==> config.mk <==
export PLATFORM = sky130hd
export DESIGN_NAME = tbts_top
export DESIGN_NICKNAME = d
export VERILOG_FILES = /design/src/hdl/tbts_pkg.sv /design/src/hdl/tbts_lh_flag.sv /design/src/hdl/tbts_top.sv
export SDC_FILE = /design/constraint.sdc
export NUM_CORES = 1
export LEC_CHECK = 0
export BUFFER_PORTS_ARGS = -buffer_cell sky130_fd_sc_hd__buf_2
export CAP_MARGIN = 5
export CORE_ASPECT_RATIO = 1.2
export CORE_MARGIN = 2
export CORE_UTILIZATION = 43
export DETAILED_ROUTE_END_ITERATION = 7
export PLACE_DENSITY = 0.6
export SYNTH_ARGS = -nofsm -noshare
export SYNTH_HDL_FRONTEND = slang
export SYNTH_SLANG_ARGS = --single-unit
==> constraint.sdc <==
create_clock -name REF_CLK_I -period 2.1 [get_ports REF_CLK_I]
set_input_delay 0.105 -clock REF_CLK_I [delete_from_list [all_inputs] [get_ports REF_CLK_I]]
set_output_delay 0.105 -clock REF_CLK_I [all_outputs]
set_load 0.02 [all_outputs]
==> src/hdl/tbts_pkg.sv <==
// package: constants for the 10 Mb/s transmit supervision block
package tbts_pkg;
  // clock and bit time
  localparam int unsigned CLK_PERIOD_NS   = 40;
  localparam int unsigned BIT_TIME_NS     = 100;
  // jabber limits in bit times (allowed: 20 ms..150 ms active, 250..750 ms off)
  localparam int unsigned JAB_LIMIT_BITS  = 300000;
  localparam int unsigned JAB_UNJAB_BITS  = 5000000;
  // heartbeat length in bit times
  localparam int unsigned SQE_LEN_BITS    = 10;
  // link pulse period
  localparam int unsigned NLP_PERIOD_MS   = 16;
  localparam int unsigned NLP_PERIOD_NS   = NLP_PERIOD_MS * 1000000;
  localparam int unsigned NLP_WIDTH_NS    = 100;
  // polarity: number of inverted pulses in a row before correction
  localparam int unsigned POL_VOTE        = 2;
  // bit-time divider, rounded down, at least one cycle
  localparam int unsigned CLK_PER_BIT     = (BIT_TIME_NS / CLK_PERIOD_NS) > 0 ?
                                            (BIT_TIME_NS / CLK_PERIOD_NS) : 1;
  localparam int unsigned NLP_PERIOD_CLK  = NLP_PERIOD_NS / CLK_PERIOD_NS;
  localparam int unsigned NLP_WIDTH_CLK   = (NLP_WIDTH_NS + CLK_PERIOD_NS - 1) / CLK_PERIOD_NS;
  typedef enum logic [1:0] {TBTS_IDLE, TBTS_RUN, TBTS_CUT} tbts_jab_type;
endpackage : tbts_pkg

==> src/hdl/tbts_lh_flag.sv <==
// module: latching-high status flag cleared by a management read
`timescale 1ns/1ns
module tbts_lh_flag
  import tbts_pkg::*;
(
  input  wire logic clk_i,
  input  wire logic rst_n_i,
  input  wire logic event_i,
  input  wire logic read_i,
  output logic      flag_o
);
  // read clears flag
  // set wins over clear so an event during the read is not lost
  always_ff @(posedge clk_i or negedge rst_n_i) begin
    if (!rst_n_i) begin
      flag_o <= 1'b0;
    end else if (event_i) begin
      flag_o <= 1'b1;
    end else if (read_i) begin
      flag_o <= 1'b0;
    end
  end

  a_flag_holds: assert property (@(posedge clk_i) disable iff (!rst_n_i)
    flag_o && !read_i |=> flag_o) else $error("flag dropped without read");
endmodule : tbts_lh_flag

==> src/hdl/tbts_top.sv <==
// module: jabber, heartbeat, link pulse and polarity supervision
// How it works
// - when jabber enabled, time transmission; assert collision past activation limit
// - during jabber off period, block transmit data from line driver
// - keep sending link pulses while jabber blocks data
// - jabber event sets latching-high jabber flag
// - jabber inhibit input one disables detection, zero enables
// - heartbeat pulses collision fixed length at end of each packet not cut by jabber
// - heartbeat only in node mode, half duplex, link up, not inhibited
// - one bit time is 100 ns for all bit-based intervals
// - detect reversed receive polarity from incoming link pulse polarity
// - polarity inhibit input one disables sensing and correction
// - reversed polarity inverts receive data and sets latching flag
// - polarity check also runs during 100 Mb/s auto-negotiation
// - send and accept link pulses whenever 10 Mb/s link idle
// - emit one link pulse every 16 ms while idle
`timescale 1ns/1ns
module tbts_top
  import tbts_pkg::*;
#(
  parameter int unsigned JAB_LIMIT  = JAB_LIMIT_BITS,
  parameter int unsigned JAB_UNJAB  = JAB_UNJAB_BITS,
  parameter int unsigned SQE_LEN    = SQE_LEN_BITS,
  parameter int unsigned NLP_PERIOD = NLP_PERIOD_CLK
)(
  input  wire logic REF_CLK_I,
  input  wire logic RST_N_I,
  input  wire logic TX_EN_I,
  input  wire logic TXD_I,
  input  wire logic RX_PAIR_POSITIVE_I,
  input  wire logic RX_PAIR_NEGATIVE_I,
  input  wire logic RX_DATA_I,
  input  wire logic RX_ACTIVE_I,
  input  wire logic MODE_10M_I,
  input  wire logic AUTONEG_BUSY_I,
  input  wire logic REPEATER_MODE_I,
  input  wire logic FULL_DUPLEX_I,
  input  wire logic LINK_VALID_I,
  input  wire logic JABBER_INHIBIT_I,
  input  wire logic SQE_INHIBIT_I,
  input  wire logic POL_INHIBIT_I,
  input  wire logic STATUS17_READ_I,
  input  wire logic STATUS18_READ_I,
  output logic      COL_O,
  output logic      LINE_DATA_O,
  output logic      LINE_EN_O,
  output logic      LINK_PULSE_O,
  output logic      RX_DATA_O,
  output logic      JABBER_FLAG_O,
  output logic      POL_REV_FLAG_O
);
  // ****************************************
  // input synchronisers
  // ****************************************
  // all inputs arrive from outside this clock, two flops each
  localparam int unsigned NIN = 14;
  logic [NIN-1:0] raw, s1, s2;
  assign raw = {TX_EN_I, TXD_I, RX_PAIR_POSITIVE_I, RX_PAIR_NEGATIVE_I, RX_DATA_I,
                RX_ACTIVE_I, MODE_10M_I, AUTONEG_BUSY_I, REPEATER_MODE_I, FULL_DUPLEX_I,
                LINK_VALID_I, JABBER_INHIBIT_I, SQE_INHIBIT_I, POL_INHIBIT_I};
  always_ff @(posedge REF_CLK_I or negedge RST_N_I) begin
    if (!RST_N_I) begin
      s1 <= '0;
      s2 <= '0;
    end else begin
      s1 <= raw;
      s2 <= s1;
    end
  end
  logic tx_en, txd, rxp, rxn, rxd, rx_act, m10, an_busy, rep, fdx, link, jab_inh;
  logic sqe_inh, pol_inh;
  assign {tx_en, txd, rxp, rxn, rxd, rx_act, m10, an_busy, rep, fdx, link, jab_inh,
          sqe_inh, pol_inh} = s2;
  // read strobes kept apart so each flag clears on its own register read
  logic rd17_s1, rd17, rd18_s1, rd18, rd17_d, rd18_d;
  always_ff @(posedge REF_CLK_I or negedge RST_N_I) begin
    if (!RST_N_I) begin
      rd17_s1 <= 1'b0;
      rd17    <= 1'b0;
      rd18_s1 <= 1'b0;
      rd18    <= 1'b0;
      rd17_d  <= 1'b0;
      rd18_d  <= 1'b0;
    end else begin
      rd17_s1 <= STATUS17_READ_I;
      rd17    <= rd17_s1;
      rd18_s1 <= STATUS18_READ_I;
      rd18    <= rd18_s1;
      rd17_d  <= rd17;
      rd18_d  <= rd18;
    end
  end
  wire rd17_p = rd17 & ~rd17_d;
  wire rd18_p = rd18 & ~rd18_d;

  // ****************************************
  // bit-time tick
  // ****************************************
  // 100 ns bit tick
  // phase kept in ns: 2.5 clocks per bit, ticks alternate 3 and 2 clocks apart
  logic [7:0] bph;
  wire        bit_tick = (32'(bph) + CLK_PERIOD_NS >= BIT_TIME_NS);
  always_ff @(posedge REF_CLK_I or negedge RST_N_I) begin
    if (!RST_N_I) bph <= '0;
    else if (bit_tick) bph <= 8'(32'(bph) + CLK_PERIOD_NS - BIT_TIME_NS);
    else bph <= 8'(32'(bph) + CLK_PERIOD_NS);
  end

  // ****************************************
  // jabber
  // ****************************************
  tbts_jab_type jst;
  logic [22:0]  jcnt;
  logic         jab_event;
  always_ff @(posedge REF_CLK_I or negedge RST_N_I) begin
    if (!RST_N_I) begin
      jst  <= TBTS_IDLE;
      jcnt <= '0;
    end else begin
      case (jst)
        TBTS_IDLE: begin
          jcnt <= '0;
          if (tx_en && !jab_inh) jst <= TBTS_RUN;
        end
        TBTS_RUN: begin
          if (!tx_en || jab_inh) begin
            jst <= TBTS_IDLE;
          end else if (jcnt >= 23'(JAB_LIMIT)) begin
            jst  <= TBTS_CUT;
            jcnt <= '0;
          end else if (bit_tick) begin
            jcnt <= jcnt + 23'h1;
          end
        end
        TBTS_CUT: begin
          // off period, then wait for transmit enable to drop
          if (jcnt >= 23'(JAB_UNJAB) && !tx_en) jst <= TBTS_IDLE;
          else if (bit_tick && jcnt < 23'(JAB_UNJAB)) jcnt <= jcnt + 23'h1;
        end
        default: jst <= TBTS_IDLE;
      endcase
    end
  end
  assign jab_event = (jst == TBTS_CUT);

  // ****************************************
  // heartbeat
  // ****************************************
  // counted in clocks so the pulse length does not depend on the tick phase
  localparam int unsigned SQE_CYC = (SQE_LEN * BIT_TIME_NS + CLK_PERIOD_NS - 1) / CLK_PERIOD_NS;
  logic       tx_en_d;
  logic [4:0] sqe_cnt;
  wire sqe_ok = !rep && !fdx && link && !sqe_inh;
  always_ff @(posedge REF_CLK_I or negedge RST_N_I) begin
    if (!RST_N_I) begin
      tx_en_d <= 1'b0;
      sqe_cnt <= '0;
    end else begin
      tx_en_d <= tx_en;
      if (tx_en_d && !tx_en && sqe_ok && jst != TBTS_CUT) sqe_cnt <= 5'(SQE_CYC);
      else if (sqe_cnt != '0) sqe_cnt <= sqe_cnt - 5'h1;
    end
  end

  always_ff @(posedge REF_CLK_I or negedge RST_N_I) begin
    if (!RST_N_I) COL_O <= 1'b0;
    else COL_O <= jab_event || (sqe_cnt != '0);
  end

  // ****************************************
  // link pulses and line driver
  // ****************************************
  logic [24:0] nlp_cnt;
  logic [1:0]  nlp_w;
  always_ff @(posedge REF_CLK_I or negedge RST_N_I) begin
    if (!RST_N_I) begin
      nlp_cnt <= '0;
      nlp_w   <= '0;
    end else if (nlp_cnt >= 25'(NLP_PERIOD - 1)) begin
      nlp_cnt <= '0;
      nlp_w   <= 2'(NLP_WIDTH_CLK);
    end else begin
      nlp_cnt <= nlp_cnt + 25'h1;
      if (nlp_w != '0) nlp_w <= nlp_w - 2'h1;
    end
  end
  wire idle_line = !tx_en || jab_event;
  always_ff @(posedge REF_CLK_I or negedge RST_N_I) begin
    if (!RST_N_I) begin
      LINK_PULSE_O <= 1'b0;
      LINE_DATA_O  <= 1'b0;
      LINE_EN_O    <= 1'b0;
    end else begin
      LINK_PULSE_O <= m10 && idle_line && (nlp_w != '0);
      LINE_DATA_O  <= tx_en && !jab_event ? txd : 1'b0;
      LINE_EN_O    <= tx_en && !jab_event;
    end
  end

  // ****************************************
  // polarity
  // ****************************************
  logic       rxp_d, rxn_d, pol_inv;
  logic [1:0] vote;
  // runs in 10M idle or during negotiation
  wire pol_win = (m10 && !rx_act) || an_busy;
  always_ff @(posedge REF_CLK_I or negedge RST_N_I) begin
    if (!RST_N_I) begin
      rxp_d   <= 1'b0;
      rxn_d   <= 1'b0;
      vote    <= '0;
      pol_inv <= 1'b0;
    end else begin
      rxp_d <= rxp;
      rxn_d <= rxn;
      if (pol_inh) begin
        vote    <= '0;
        pol_inv <= 1'b0;
      end else if (pol_win && rxn && !rxn_d && !rxp) begin
        // pulse leads on negative leg: reversed
        if (vote == 2'(POL_VOTE - 1)) pol_inv <= 1'b1;
        else vote <= vote + 2'h1;
      end else if (pol_win && rxp && !rxp_d && !rxn) begin
        vote    <= '0;
        pol_inv <= 1'b0;
      end
    end
  end
  always_ff @(posedge REF_CLK_I or negedge RST_N_I) begin
    if (!RST_N_I) RX_DATA_O <= 1'b0;
    else RX_DATA_O <= rxd ^ pol_inv;
  end

  // ****************************************
  // latching flags
  // ****************************************
  logic jab_flag, pol_flag;
  tbts_lh_flag u_jab_flag (
    .clk_i   (REF_CLK_I),
    .rst_n_i (RST_N_I),
    .event_i (jab_event),
    .read_i  (rd17_p),
    .flag_o  (jab_flag)
  );
  tbts_lh_flag u_pol_flag (
    .clk_i   (REF_CLK_I),
    .rst_n_i (RST_N_I),
    .event_i (pol_inv),
    .read_i  (rd18_p),
    .flag_o  (pol_flag)
  );
  always_ff @(posedge REF_CLK_I or negedge RST_N_I) begin
    if (!RST_N_I) begin
      JABBER_FLAG_O  <= 1'b0;
      POL_REV_FLAG_O <= 1'b0;
    end else begin
      JABBER_FLAG_O  <= jab_flag;
      POL_REV_FLAG_O <= pol_flag;
    end
  end

  // ****************************************
  // checks
  // ****************************************
  a_jab_col: assert property (@(posedge REF_CLK_I) disable iff (!RST_N_I)
    jst == TBTS_CUT |=> COL_O) else $error("jabber without collision");
  a_jab_block: assert property (@(posedge REF_CLK_I) disable iff (!RST_N_I)
    jst == TBTS_CUT |=> !LINE_EN_O) else $error("data passed in jabber");
  a_jab_flag: assert property (@(posedge REF_CLK_I) disable iff (!RST_N_I)
    jst == TBTS_CUT |-> ##2 JABBER_FLAG_O) else $error("jabber flag missing");
  a_jab_inh: assert property (@(posedge REF_CLK_I) disable iff (!RST_N_I)
    jab_inh && jst == TBTS_IDLE |=> jst == TBTS_IDLE) else $error("jabber ran inhibited");
  a_sqe_start: assert property (@(posedge REF_CLK_I) disable iff (!RST_N_I)
    tx_en_d && !tx_en && sqe_ok && jst != TBTS_CUT |-> ##2 COL_O) else $error("no heartbeat");
  a_sqe_block: assert property (@(posedge REF_CLK_I) disable iff (!RST_N_I)
    !sqe_ok && sqe_cnt == '0 |=> sqe_cnt == '0) else $error("heartbeat when disabled");
  a_pol_inh: assert property (@(posedge REF_CLK_I) disable iff (!RST_N_I)
    pol_inh |=> !pol_inv) else $error("correction while inhibited");
  a_pol_inv: assert property (@(posedge REF_CLK_I) disable iff (!RST_N_I)
    pol_inv |=> RX_DATA_O == !$past(rxd)) else $error("receive not inverted");
endmodule : tbts_top

# Word-level counts from Yosys, hierarchy flattened
# Index checks and enable logic that the tools add are counted.
[classes] addsub=7 magnitude_cmp=5 n_eq_ne=13 mux=30 bitwise_logic=5 reduce_logical=47
[ops] operator="$mux W23" count=5
[ops] operator="$pmux W23 S3" count=1
[ops] operator="$add A25 B1 Y25 const B" count=1
[ops] operator="$ge A25 B19 Y1 const B" count=1
[ops] operator="$mux W25" count=1
[ops] operator="$add A23 B1 Y23 const B" count=1
[ops] operator="$ge A23 B19 Y1 const B" count=1
[ops] operator="$ge A23 B23 Y1 const B" count=1
[ops] operator="$lt A23 B23 Y1 const B" count=1
[ops] operator="$mux W2" count=10
[ops] operator="$logic_and A1 B1 Y1" count=19
[ops] operator="$logic_not A1 Y1" count=11
[ops] operator="$mux W5" count=2
[ops] operator="$reduce_bool A2 Y1" count=5
[ops] operator="$add A8 B6 Y9 const B" count=1
[ops] operator="$ge A9 B7 Y1 const B" count=1
[ops] operator="$mux W1" count=9
[ops] operator="$ne A3 B3 Y1 const B" count=3
[ops] operator="$mux W8" count=1
[ops] operator="$ne A2 B2 Y1 const B" count=4
[ops] operator="$sub A8 B7 Y8 const B" count=1
[ops] operator="$pmux W2 S3" count=1
[ops] operator="$reduce_bool A3 Y1" count=2
[ops] operator="$reduce_and A5 Y1" count=1
[ops] operator="other kinds (15)" count=23
[totals] register_bits=114 wordCells=135

# Logic depth before layout (Yosys ltp)
# Gate-level depths: netlist (run 1).
[logic_depth] ltp_word=9 mapped_depth=10 depth_no_buf=8

# Hierarchy
# From an unflattened synthesis (run 1), not the netlist that was laid out.
[hier_totals] cells_unflattened=492 hier_area_um2=5132.4
[by_module_without_submodules] module="tbts_top" n_inst=1 cells_each=486 area_per_inst_um2=5059.9
[by_module_without_submodules] module="tbts_lh_flag" n_inst=2 cells_each=3 area_per_inst_um2=36.3

# Least setup slack after synthesis (run 1)
# OpenSTA, ideal clock, no wires.
[synth_timing] path_kind="flip-flop to flip-flop" from="register bph[3]" to="register jcnt[12]" setup_time_ps=92 t_arrival_ps=2203 t_required_ps=2008 path_slack_ps=-195 path_stages_with_launch=11 period_less_slack_ps=2295 path_cell_list="dfrtp_1 ha_1 nor2b_1 o21ai_0 nand3_1 and2_1 buf_2 a2bb2oi_2 or3_4 buf_6 o31ai_2"
[synth_between] elab_chain_len=5
[synth_rtl] item="start, declared" line_no="tbts_top.sv:101" rtl="logic [7:0] bph;"
[synth_rtl] item="start signal, assigned" line_no="tbts_top.sv:105" rtl="else if (bit_tick) bph <= 8'(32'(bph) + CLK_PERIOD_NS - BIT_TIME_NS);"
[synth_rtl] item="start signal, assigned" line_no="tbts_top.sv:106" rtl="else bph <= 8'(32'(bph) + CLK_PERIOD_NS);"
[synth_rtl] item="$add A8 B6 Y9 (*)"
[synth_rtl] item="$ge A9 B7 Y1 (*)" line_no="tbts_top.sv:102" rtl="wire bit_tick = (32'(bph) + CLK_PERIOD_NS >= BIT_TIME_NS);"
[synth_rtl] item="$logic_and A1 B1 Y1" line_no="tbts_top.sv:138" rtl="else if (bit_tick && jcnt < 23'(JAB_UNJAB)) jcnt <= jcnt + 23'h1;"
[synth_rtl] item="$ne A2 B1 Y1 (no source line)"
[synth_rtl] item="$reduce_and A5 Y1 (no source line) (*)"
[synth_rtl] item="end signal, assigned" line_no="tbts_top.sv:132" rtl="jcnt <= jcnt + 23'h1;"
[synth_rtl] item="end signal, assigned" line_no="tbts_top.sv:138"
[synth_rtl] item="end, declared" line_no="tbts_top.sv:113" rtl="logic [22:0] jcnt;"
# Every way passes the cells marked *; elsewhere a longest branch is shown, timed or not.
# A chain may end at the register's enable or synchronous reset.

# Worst setup path in the final report (run 1)
[layout_timing] from="register jcnt[10]" to="register jcnt[6]"
[layout_between] elab_chain_len=4
[layout_rtl] item="$ge A23 B19 Y1 (tied with other cells)" line_no="tbts_top.sv:128" rtl="end else if (jcnt >= 23'(JAB_LIMIT)) begin"
[layout_rtl] item="$mux W23 (tied with other cells)" line_no="tbts_top.sv:128"
[layout_rtl] item="$mux W23 (tied with other cells)" line_no="tbts_top.sv:126" rtl="if (!tx_en || jab_inh) begin"
[layout_rtl] item="$pmux W23 S3 or $reduce_and A5 Y1 (tied branches)"
# Several ways; a longest one is shown, not always the timed one. The select of a mux whose other input is x is not followed.

==> results of run 1 <==
==> per-stage QoR <==
| step | hold slack [ns] | setup WS (ns) |
|---|---|---|
| 2_1_floorplan | -0.191 | -0.0782 |
| 3_3_place_gp | 0.123 | -0.156 |
| 3_5_place_dp | 0.129 | -0.201 |
| 4_1_cts | 0.292 | -0.106 |
| 5_1_grt | 0.333 | -0.249 |
| 6_report | 0.279 | -0.163 |
==> final timing paths <==
kind | from | end | depth (start not counted)
setup / recovery | jcnt[10] | jcnt[6] | 8
hold / removal | RST_N_I | nlp_cnt[20] | 2
setup reg to reg | jcnt[10] | jcnt[6] | 8
hold reg to reg | s1[2] | s2[2] | 0
max in group asynchronous | RST_N_I | jcnt[9] | 3
min in group REF_CLK_I | s1[2] | s2[2] | 0
==> worst max-delay path, delay by kind of cell, from the launching register on <==
family	cells	cell delay [ns]
DFF	1	0.38
AOI/OAI and AO/OA	3	0.69
and+or+nand+nor	4	0.94
buffers and inverters	1	0.15
==> cell families (layout without fill, tap and decap cells) <==
group	count (synthesis)	after routing	synth area share, %
buffers and inverters	32	150	2.81
adders and majority gates	15	15	3.76
DFF	112	112	56.2
xor gates and xnor gates	24	24	4.21
muxes	3	3	0.602
AOI/OAI and AO/OA	88	88	14.0
and+or+nand+nor	182	185	18.4
other	1	6	0.0751
==> what timing repair did <==
item	4_1_cts	5_1_grt
pin swaps	16	18
gates cloned	4	0
hold endpoints to repair	55	0
setup buffers	3	9
resized for setup	16	28
endpoints found under the setup margin	23	26
hold buffers	17	0
==> flip-flops by register name (all words and copies together) (netlist names), 2 cells and up <==
signal / count
jst: 2
s2: 14
nlp_w: 2
nlp_cnt: 25
s1: 14
bph: 6
sqe_cnt: 5
jcnt: 23
vote: 2
==> layout by cell type (no fill, tap or decap), types with 9 or more instances in the layout <==
cell,n
dfrtp_1,109
ha_1,13
xor2_1,15
xnor2_1,9
dlygate4sd3_1,17
nand2_1,30
and3_1,16
buf_2,23
nand2b_1,9
inv_1,20
clkbuf_16,9
buf_4,66
o31ai_1,20
o31ai_2,14
nor2_1,50
nand3_1,25
==> per-layer routing <==
metal  GRT usage [%]  routed length (um)  up-vias
met4            7.58                 206        0
met5               0                   0        -
met2            32.9                5960       80
met1            21.9                4660     1924
met3            3.38                 384       17
li1                -                   -     1851
==> power by group <==
part           internal (uW)  total (uW)  switching (uW)
registers               2310        2400            92.4
clock network            840        1680             836
logic                    681        1670             987
==> area by class of cell <==
type                    count  area, um^2  share of cell area, %
clock buffers               9         225                   3.40
clock inverters             7        73.8                   1.12
inverters                  20        75.1                   1.13
multi-input cells         321        2320                   35.0
flip-flops and latches    112        2810                   42.4
well taps                 157         196                   2.97
repair buffers            114         922                   13.9
==> flow_summary.ini, run 1 <==
[finish]
layout.cell_area.non_filler_um2 = 6620
area_delta_synth_final_pct = 32.6
fill_cells = 945
final_cells = 740
antenna_cells = 0
layout-drive-gt1-share_pct = 28.5
utilization_pct = 57.8
finalNetCount = 611

[place]
dpl.hpwl_um = 7050
placed_cell_area_um2 = 5800
dp_cells = 693
gp_congestion = 0.814
port_buffers = 24

[timing]
finClkSkew_ns = 0.00896
drv_slew = 0
finalCriticalPeriod_ns = 2.26
final-setup-viol-count = 24
setup-tns-final_ns = -2.75
rsz0062_at_grt = true
max_slew.worst_pin.slew_ns = 0.538
finalCritPeriodShare_pct = 108
timing.max_slew.rel_slack_pct = 64.1
hold_viol = 0
setup_ws_ns = -0.163
clock.fmax_mhz = 442

[power_and_ir_drop]
power_uw = 5740
p_leak_uw = 0.00297
power_density_nw_per_um2 = 868
vdd_drop_max_uv = 415

[logic_synthesis]
yosysMostFrequentCell = dfrtp_1
synth_common_cells = dfrtp_1 (112), nor2_1 (51), nand2_1 (31)
ys_seq_area_share_pct = 56.2
yosys-top-cells-area = dfrtp_1 (56%), o31ai_1 (4.1%), nor2_1 (3.8%)
synth_area_per_cell_um2 = 10.9
netlist.area_leader.share_pct = 56.2
synth_flop_cell = dfrtp_1
synthCells = 457
synth_cell_types = 54
yosysWarnings = 0
synth_edf_count = 0
yosysTopAreaCell = dfrtp_1
async_reset_ff_share_pct = 100
synth_area_um2 = 4990
ys_ff_latch = 112

[floorplan]
start_util_pct = 43.6
num_rows = 43
core_um2 = 11500
ioPinCount = 25
die_area_um2 = 12500
die_h_um = 122
die_x_um = 102

[worst_setup_path]
arrival_ns = 2.52
cp-start-kind = flop
required_ns = 2.35
crit_chain = or3_4, nor2_4, nor4_2, a22oi_2, a2bb2oi_4, or3_4, buf_6, o41ai_4
end_kind = flop
reg2reg_setup_slack_ns = -0.16
crit_top_cell = or3_4
path_class = reg -> reg
critical_path.max_fanout = 5
crit_slowest_cell = or3_4
critPathMaxStageDelay_ns = 0.41

[global_routing]
grt_usage_pct = 18.5
grt_max_degree = 48
grt_pass1_wl_um = 18200
grt-ovfl-total = 0
grt_pass1_vias = 3934
antenna_found_initial = 0

[detailed_routing]
drc_errors = 0
ant_nets = 0
first_pass_iters = 4
avgRoutedWirePerCell_um = 15.2
via_count = 3872
drtIter0Drc = 154
via_per_inst = 5.23
wirelength_um = 11200

[flow_run]
maxCapViolations = 0

[cts]
cts_sinks = 112
cts.clk_slew.worst_paths_ns = 0.08
cts_buffers = 9
cts_root_buffer = clkbuf_16
clockBufferDepth = 2
tritoncts = built
insertion_delay_ns = 0.35
cts_max_level = 3

[outcome]
run_status = finished, violations left
violations = setup timing

[hold_path]
hold_path.class = in -> async
Power figures use the tool's default switching activity.
==> run 2: changes to the inputs <==
TNS_END_PERCENT = 1   (was unset)
==> run 2 against run 1 <==
  * The run still ends with setup timing left
  * Critical path type unchanged
  * Worst setup slack gained 0.10 ns
  * Critical path depth up 1
  * Power shrank 3.1%
==> flow_summary.ini, run 2 (synthesis results as in run 1) <==
[outcome]
run_status = finished, violations left
violations = setup timing

[power_and_ir_drop]
p_leak_uw = 0.00292
power_density_nw_per_um2 = 864
vdd_drop_max_uv = 449
power_uw = 5560

[timing]
rsz0062_at_grt = true
finClkSkew_ns = 0.00881
setup-tns-final_ns = -0.746
finalCritPeriodShare_pct = 103
timing.hold.ws_ns = 0.258
final-setup-viol-count = 23
hold_viol = 0
finalCriticalPeriod_ns = 2.16
setup_ws_ns = -0.0624
clock.fmax_mhz = 462
max_slew.worst_pin.slew_ns = 0.503
drv_slew = 0
timing.max_slew.rel_slack_pct = 66.5

[detailed_routing]
via_per_inst = 5.12
wl_met3_um = 254
met1_length_um = 4740
met2WireLength_um = 5360
first_pass_iters = 4
drc_errors = 0
wirelength_um = 10500
avgRoutedWirePerCell_um = 14.4
ant_nets = 0
drtIter0Drc = 259
highest_layer = met4
via_count = 3739

[finish]
largest_register_ffs = 25
area_delta_synth_final_pct = 29.0
final_cells = 730
top_regs = nlp_cnt (25), jcnt (23)
layout-drive-gt1-share_pct = 25.8
finalNetCount = 601
final_cell_mix = dfrtp_1 (111), buf_4 (59), nor2_1 (49)
layout_commonest_cell = dfrtp_1
multi_input_area_um2 = 2240
layout.cell_area.non_filler_um2 = 6440
final-seq-area_um2 = 2800
regMostFlops = nlp_cnt
antenna_cells = 0
fill_cells = 990

[cts]
cts_root_buffer = clkbuf_16
cts.clk_slew.worst_paths_ns = 0.08
cts_buffers = 9
cts_sinks = 112
insertion_delay_ns = 0.35
clockBufferDepth = 2
tritoncts = built
cts_max_level = 3

[flow_run]
maxCapViolations = 0

[floorplan]
core_um2 = 11500
die_h_um = 122
start_util_pct = 43.6
num_rows = 43
die_x_um = 102
ioPinCount = 25
die_area_um2 = 12500

[place]
gp_congestion = 0.822
port_buffers = 24
placed_cell_area_um2 = 5800
dpl.hpwl_um = 6650
dp_cells = 691

[global_routing]
grt-ovfl-total = 0
grt_pass1_wl_um = 17500
antenna_found_initial = 0
grt_max_degree = 39
grt_usage_pct = 17.8
grt_pass1_vias = 3787

[worst_setup_path]
cp_num_buf_inv = 1
path_class = reg -> reg
end_kind = flop
cp-start-kind = flop
required_ns = 2.36
crit_slowest_cell = dfrtp_1
r2r-start = bph[4]
critical_path.max_fanout = 6
arrival_ns = 2.42
crit_chain = ha_4, nor2b_2, o21ai_4, nand3_2, buf_4, and2_4, a2bb2oi_4, or3_4, o31ai_2
critPathMaxStageDelay_ns = 0.44
startpoint = bph[4]
critPathTopFamily = simple AND/OR/NAND/NOR gates

[hold_path]
hold_path.class = in -> async
[run 2: cell types whose count changed in the layout (fill, tap and decap cells not counted), sizes merged]
cell,previous run,this run
clkinv,3,0
clkbuf,9,11
inv,23,25
buf,97,86
[run 2: metal layers]
metal	up-vias	track usage (%)
met5	-	0
met4	0	6.33
met3	15	3.73
met2	53	30.5
met1	1834	22.1
li1	1837	-
[run 2: worst register-to-register path, stage by stage (launching register included)]
cell	delay, ns
dfrtp_1	0.44
ha_4	0.27
nor2b_2	0.16
o21ai_4	0.07
nand3_2	0.10
buf_4	0.11
and2_4	0.14
a2bb2oi_4	0.09
or3_4	0.43
o31ai_2	0.26
[run 2: what timing repair did]
item | in CTS | in global routing
gates cloned | 4 | 0
resized for setup | 18 | 13
hold endpoints to repair | 52 | 0
pin swaps | 20 | 8
hold buffers | 17 | 0
setup buffers | 1 | 1
endpoints found under the setup margin | 23 | 26
[run 2: report_power, final]
group	total (uW)	switching (uW)	internal, uW	leakage [uW]
Combinational	1480	894	584	0.00138
Sequential	2390	87.6	2310	0.00141
Clock	1690	850	841	0.000139
[run 2: layout make-up]
type / count / area share, %
clock buffers: 10 / 3.56
multi-input cells: 321 / 34.8
clock inverters: 6 / 0.913
flip-flops and latches: 112 / 43.5
inverters: 20 / 1.17
well taps: 157 / 3.05
repair buffers: 104 / 12.9
[run 2: worst paths after layout]
check | to | slack [ns] | depth (start not counted)
worst max-delay path | jcnt[19] | -0.06 | 9
worst min-delay path | bph[7] | 0.26 | 2
worst max register to register | jcnt[19] | -0.06 | 9
worst min register to register | s2[5] | 0.35 | 0
max in group asynchronous | jcnt[18] | 1.25 | 3
min in group REF_CLK_I | s2[5] | 0.35 | 0
[run 2: stage by stage]
step | setup slack, ns | util (%)
global route | -0.183 | 56.2
floorplan | -0.0782 | -
detailed placement | -0.248 | 50.6
CTS | -0.0885 | 55.7
global placement | -0.153 | 50.6
finish | -0.0624 | 56.2
==> run 3: changes to the inputs <==
BUFFER_PORTS_ARGS = -buffer_cell sky130_fd_sc_hd__buf_4   (was -buffer_cell sky130_fd_sc_hd__buf_2)
clock period = 1.8 ns   (was 2.1 ns; I/O delays follow)
==> run 3 against run 2 <==
  * The run still ends with setup timing left
  * Final area is 4.5% higher
  * Hold slack worse by 0.027 ns
  * Largest cell class unchanged
  * Clock-buffer cell count is 1 lower
==> flow_summary.ini, run 3 (synthesis results as in run 1) <==
[timing]
final-setup-viol-count = 27
rsz0062_at_grt = true
finalCriticalPeriod_ns = 2.15
hold_viol = 0
drv_slew = 0
finClkSkew_ns = 0.00712
finalCritPeriodShare_pct = 119
clock.fmax_mhz = 465
setup_ws_ns = -0.351

[cts]
clockBufferDepth = 2
cts.clk_slew.worst_paths_ns = 0.08
cts_sinks = 112
cts_root_buffer = clkbuf_16
insertion_delay_ns = 0.35
cts_buffers = 9
cts_max_level = 3
tritoncts = built

[power_and_ir_drop]
p_leak_uw = 0.00311
power_density_nw_per_um2 = 983
vdd_drop_max_uv = 547

[finish]
fill_cells = 944
multi_input_area_um2 = 2240
top_regs = nlp_cnt (25), jcnt (23)
layout_commonest_cell = buf_4
final_cells = 763
area_delta_synth_final_pct = 34.8
antenna_cells = 0
regMostFlops = nlp_cnt
final_cell_mix = buf_4 (117), dfrtp_1 (110), nor2_1 (51)
layout-drive-gt1-share_pct = 29.9
largest_register_ffs = 25
final-seq-area_um2 = 2810
finalNetCount = 634

[detailed_routing]
first_pass_iters = 4
via_per_inst = 5.08
wirelength_um = 11000
drc_errors = 0
ant_nets = 0
via_count = 3878
avgRoutedWirePerCell_um = 14.4
drtIter0Drc = 213

[floorplan]
ioPinCount = 25
core_um2 = 11500
die_h_um = 122
die_area_um2 = 12500
die_x_um = 102
start_util_pct = 43.6
num_rows = 43

[worst_setup_path]
arrival_ns = 2.39
end_kind = flop
path_class = reg -> reg
critical_path.max_fanout = 2
cp-start-kind = flop
required_ns = 2.04

[global_routing]
grt-ovfl-total = 0
grt.busiest_layer = met2
grt_pass1_vias = 3994
gr-usage-met3_pct = 3.38
gr-usage-met1_pct = 24.3
antenna_found_initial = 0
grt_pass1_wl_um = 18500
grt_max_degree = 36
grt_usage_pct = 18.8
grtUsageMet2_pct = 31.9

[place]
dpl.hpwl_um = 7250
dpl_worst_slack_ns = -0.567
gp_congestion = 0.815
port_buffers = 24
dp_cells = 726

[flow_run]
maxCapViolations = 0

[hold_path]
hold_path.class = in -> async

[outcome]
violations = setup timing
run_status = finished, violations left
==> run 3: cell count changes in the layout (fill, tap and decap cells not counted), moves of 3 or more <==
cell / change
buf_4: +58
buf_2: -23
o31ai_1: +4
o31ai_2: -3
==> run 3: metal layers <==
layer / wire (um) / vias up
met5: 0 / -
li1: - / 1908
met3: 247 / 16
met2: 5530 / 46
met1: 5030 / 1908
met4: 186 / 0
==> run 3: path summary, 6_finish.rpt <==
| kind | from | end | slack, ns | cells after the start |
|---|---|---|---|---|
| worst max-delay path | jcnt[13] | jst[1] | -0.35 | 7 |
| worst min-delay path | RST_N_I | bph[7] | 0.23 | 2 |
| worst max register to register | jcnt[13] | jst[1] | -0.35 | 7 |
| worst min register to register | s1[5] | s2[5] | 0.34 | 0 |
| max in group asynchronous | RST_N_I | s2[8] | 0.97 | 3 |
| min in group REF_CLK_I | s1[5] | s2[5] | 0.34 | 0 |
==> run 3: stage by stage <==
stage | utilization, % | hold WS [ns] | power [uW] | cell area [um^2] | TNS, ns
2_1_floorplan | - | -0.206 | 3880 | 5070 | -8.05
3_3_place_gp | 53.3 | 0.0710 | 4440 | 6110 | -10.16
3_5_place_dp | 53.3 | 0.0728 | 4490 | 6110 | -12.77
4_1_cts | 58.3 | 0.244 | 6670 | 6680 | -8.04
5_1_grt | 58.7 | 0.265 | 6980 | 6730 | -10.64
6_report | 58.7 | 0.231 | 6610 | 6730 | -7.74
==> run 3: final cells by class <==
| type | count | share of cell area, % |
|---|---|---|
| multi-input cells | 321 | 33.3 |
| well taps | 157 | 2.92 |
| repair buffers | 137 | 16.5 |
| inverters | 20 | 1.12 |
| flip-flops and latches | 112 | 41.7 |
| clock inverters | 7 | 1.13 |
| clock buffers | 9 | 3.35 |
==> run 3: worst max-delay path, stage by stage, from the launching register on <==
cell	delay, ns
dfrtp_1	0.39
or3_1	0.39
o32ai_1	0.37
a22oi_2	0.13
buf_4	0.16
o21ai_0	0.16
o31ai_1	0.12
a211o_1	0.30
==> run 3: report_power, final <==
part | internal (uW) | switching [uW]
Sequential | 2690 | 95.3
Combinational | 768 | 1070
Clock | 984 | 1000
==> run 3: timing repair <==
item,4_1_cts,5_1_grt
endpoints found under the hold margin,48,0
buffers inserted,1,0
pin swaps,6,7
setup endpoints to repair,31,48
gates cloned,3,0
gates resized for setup,19,11
hold buffers,17,0
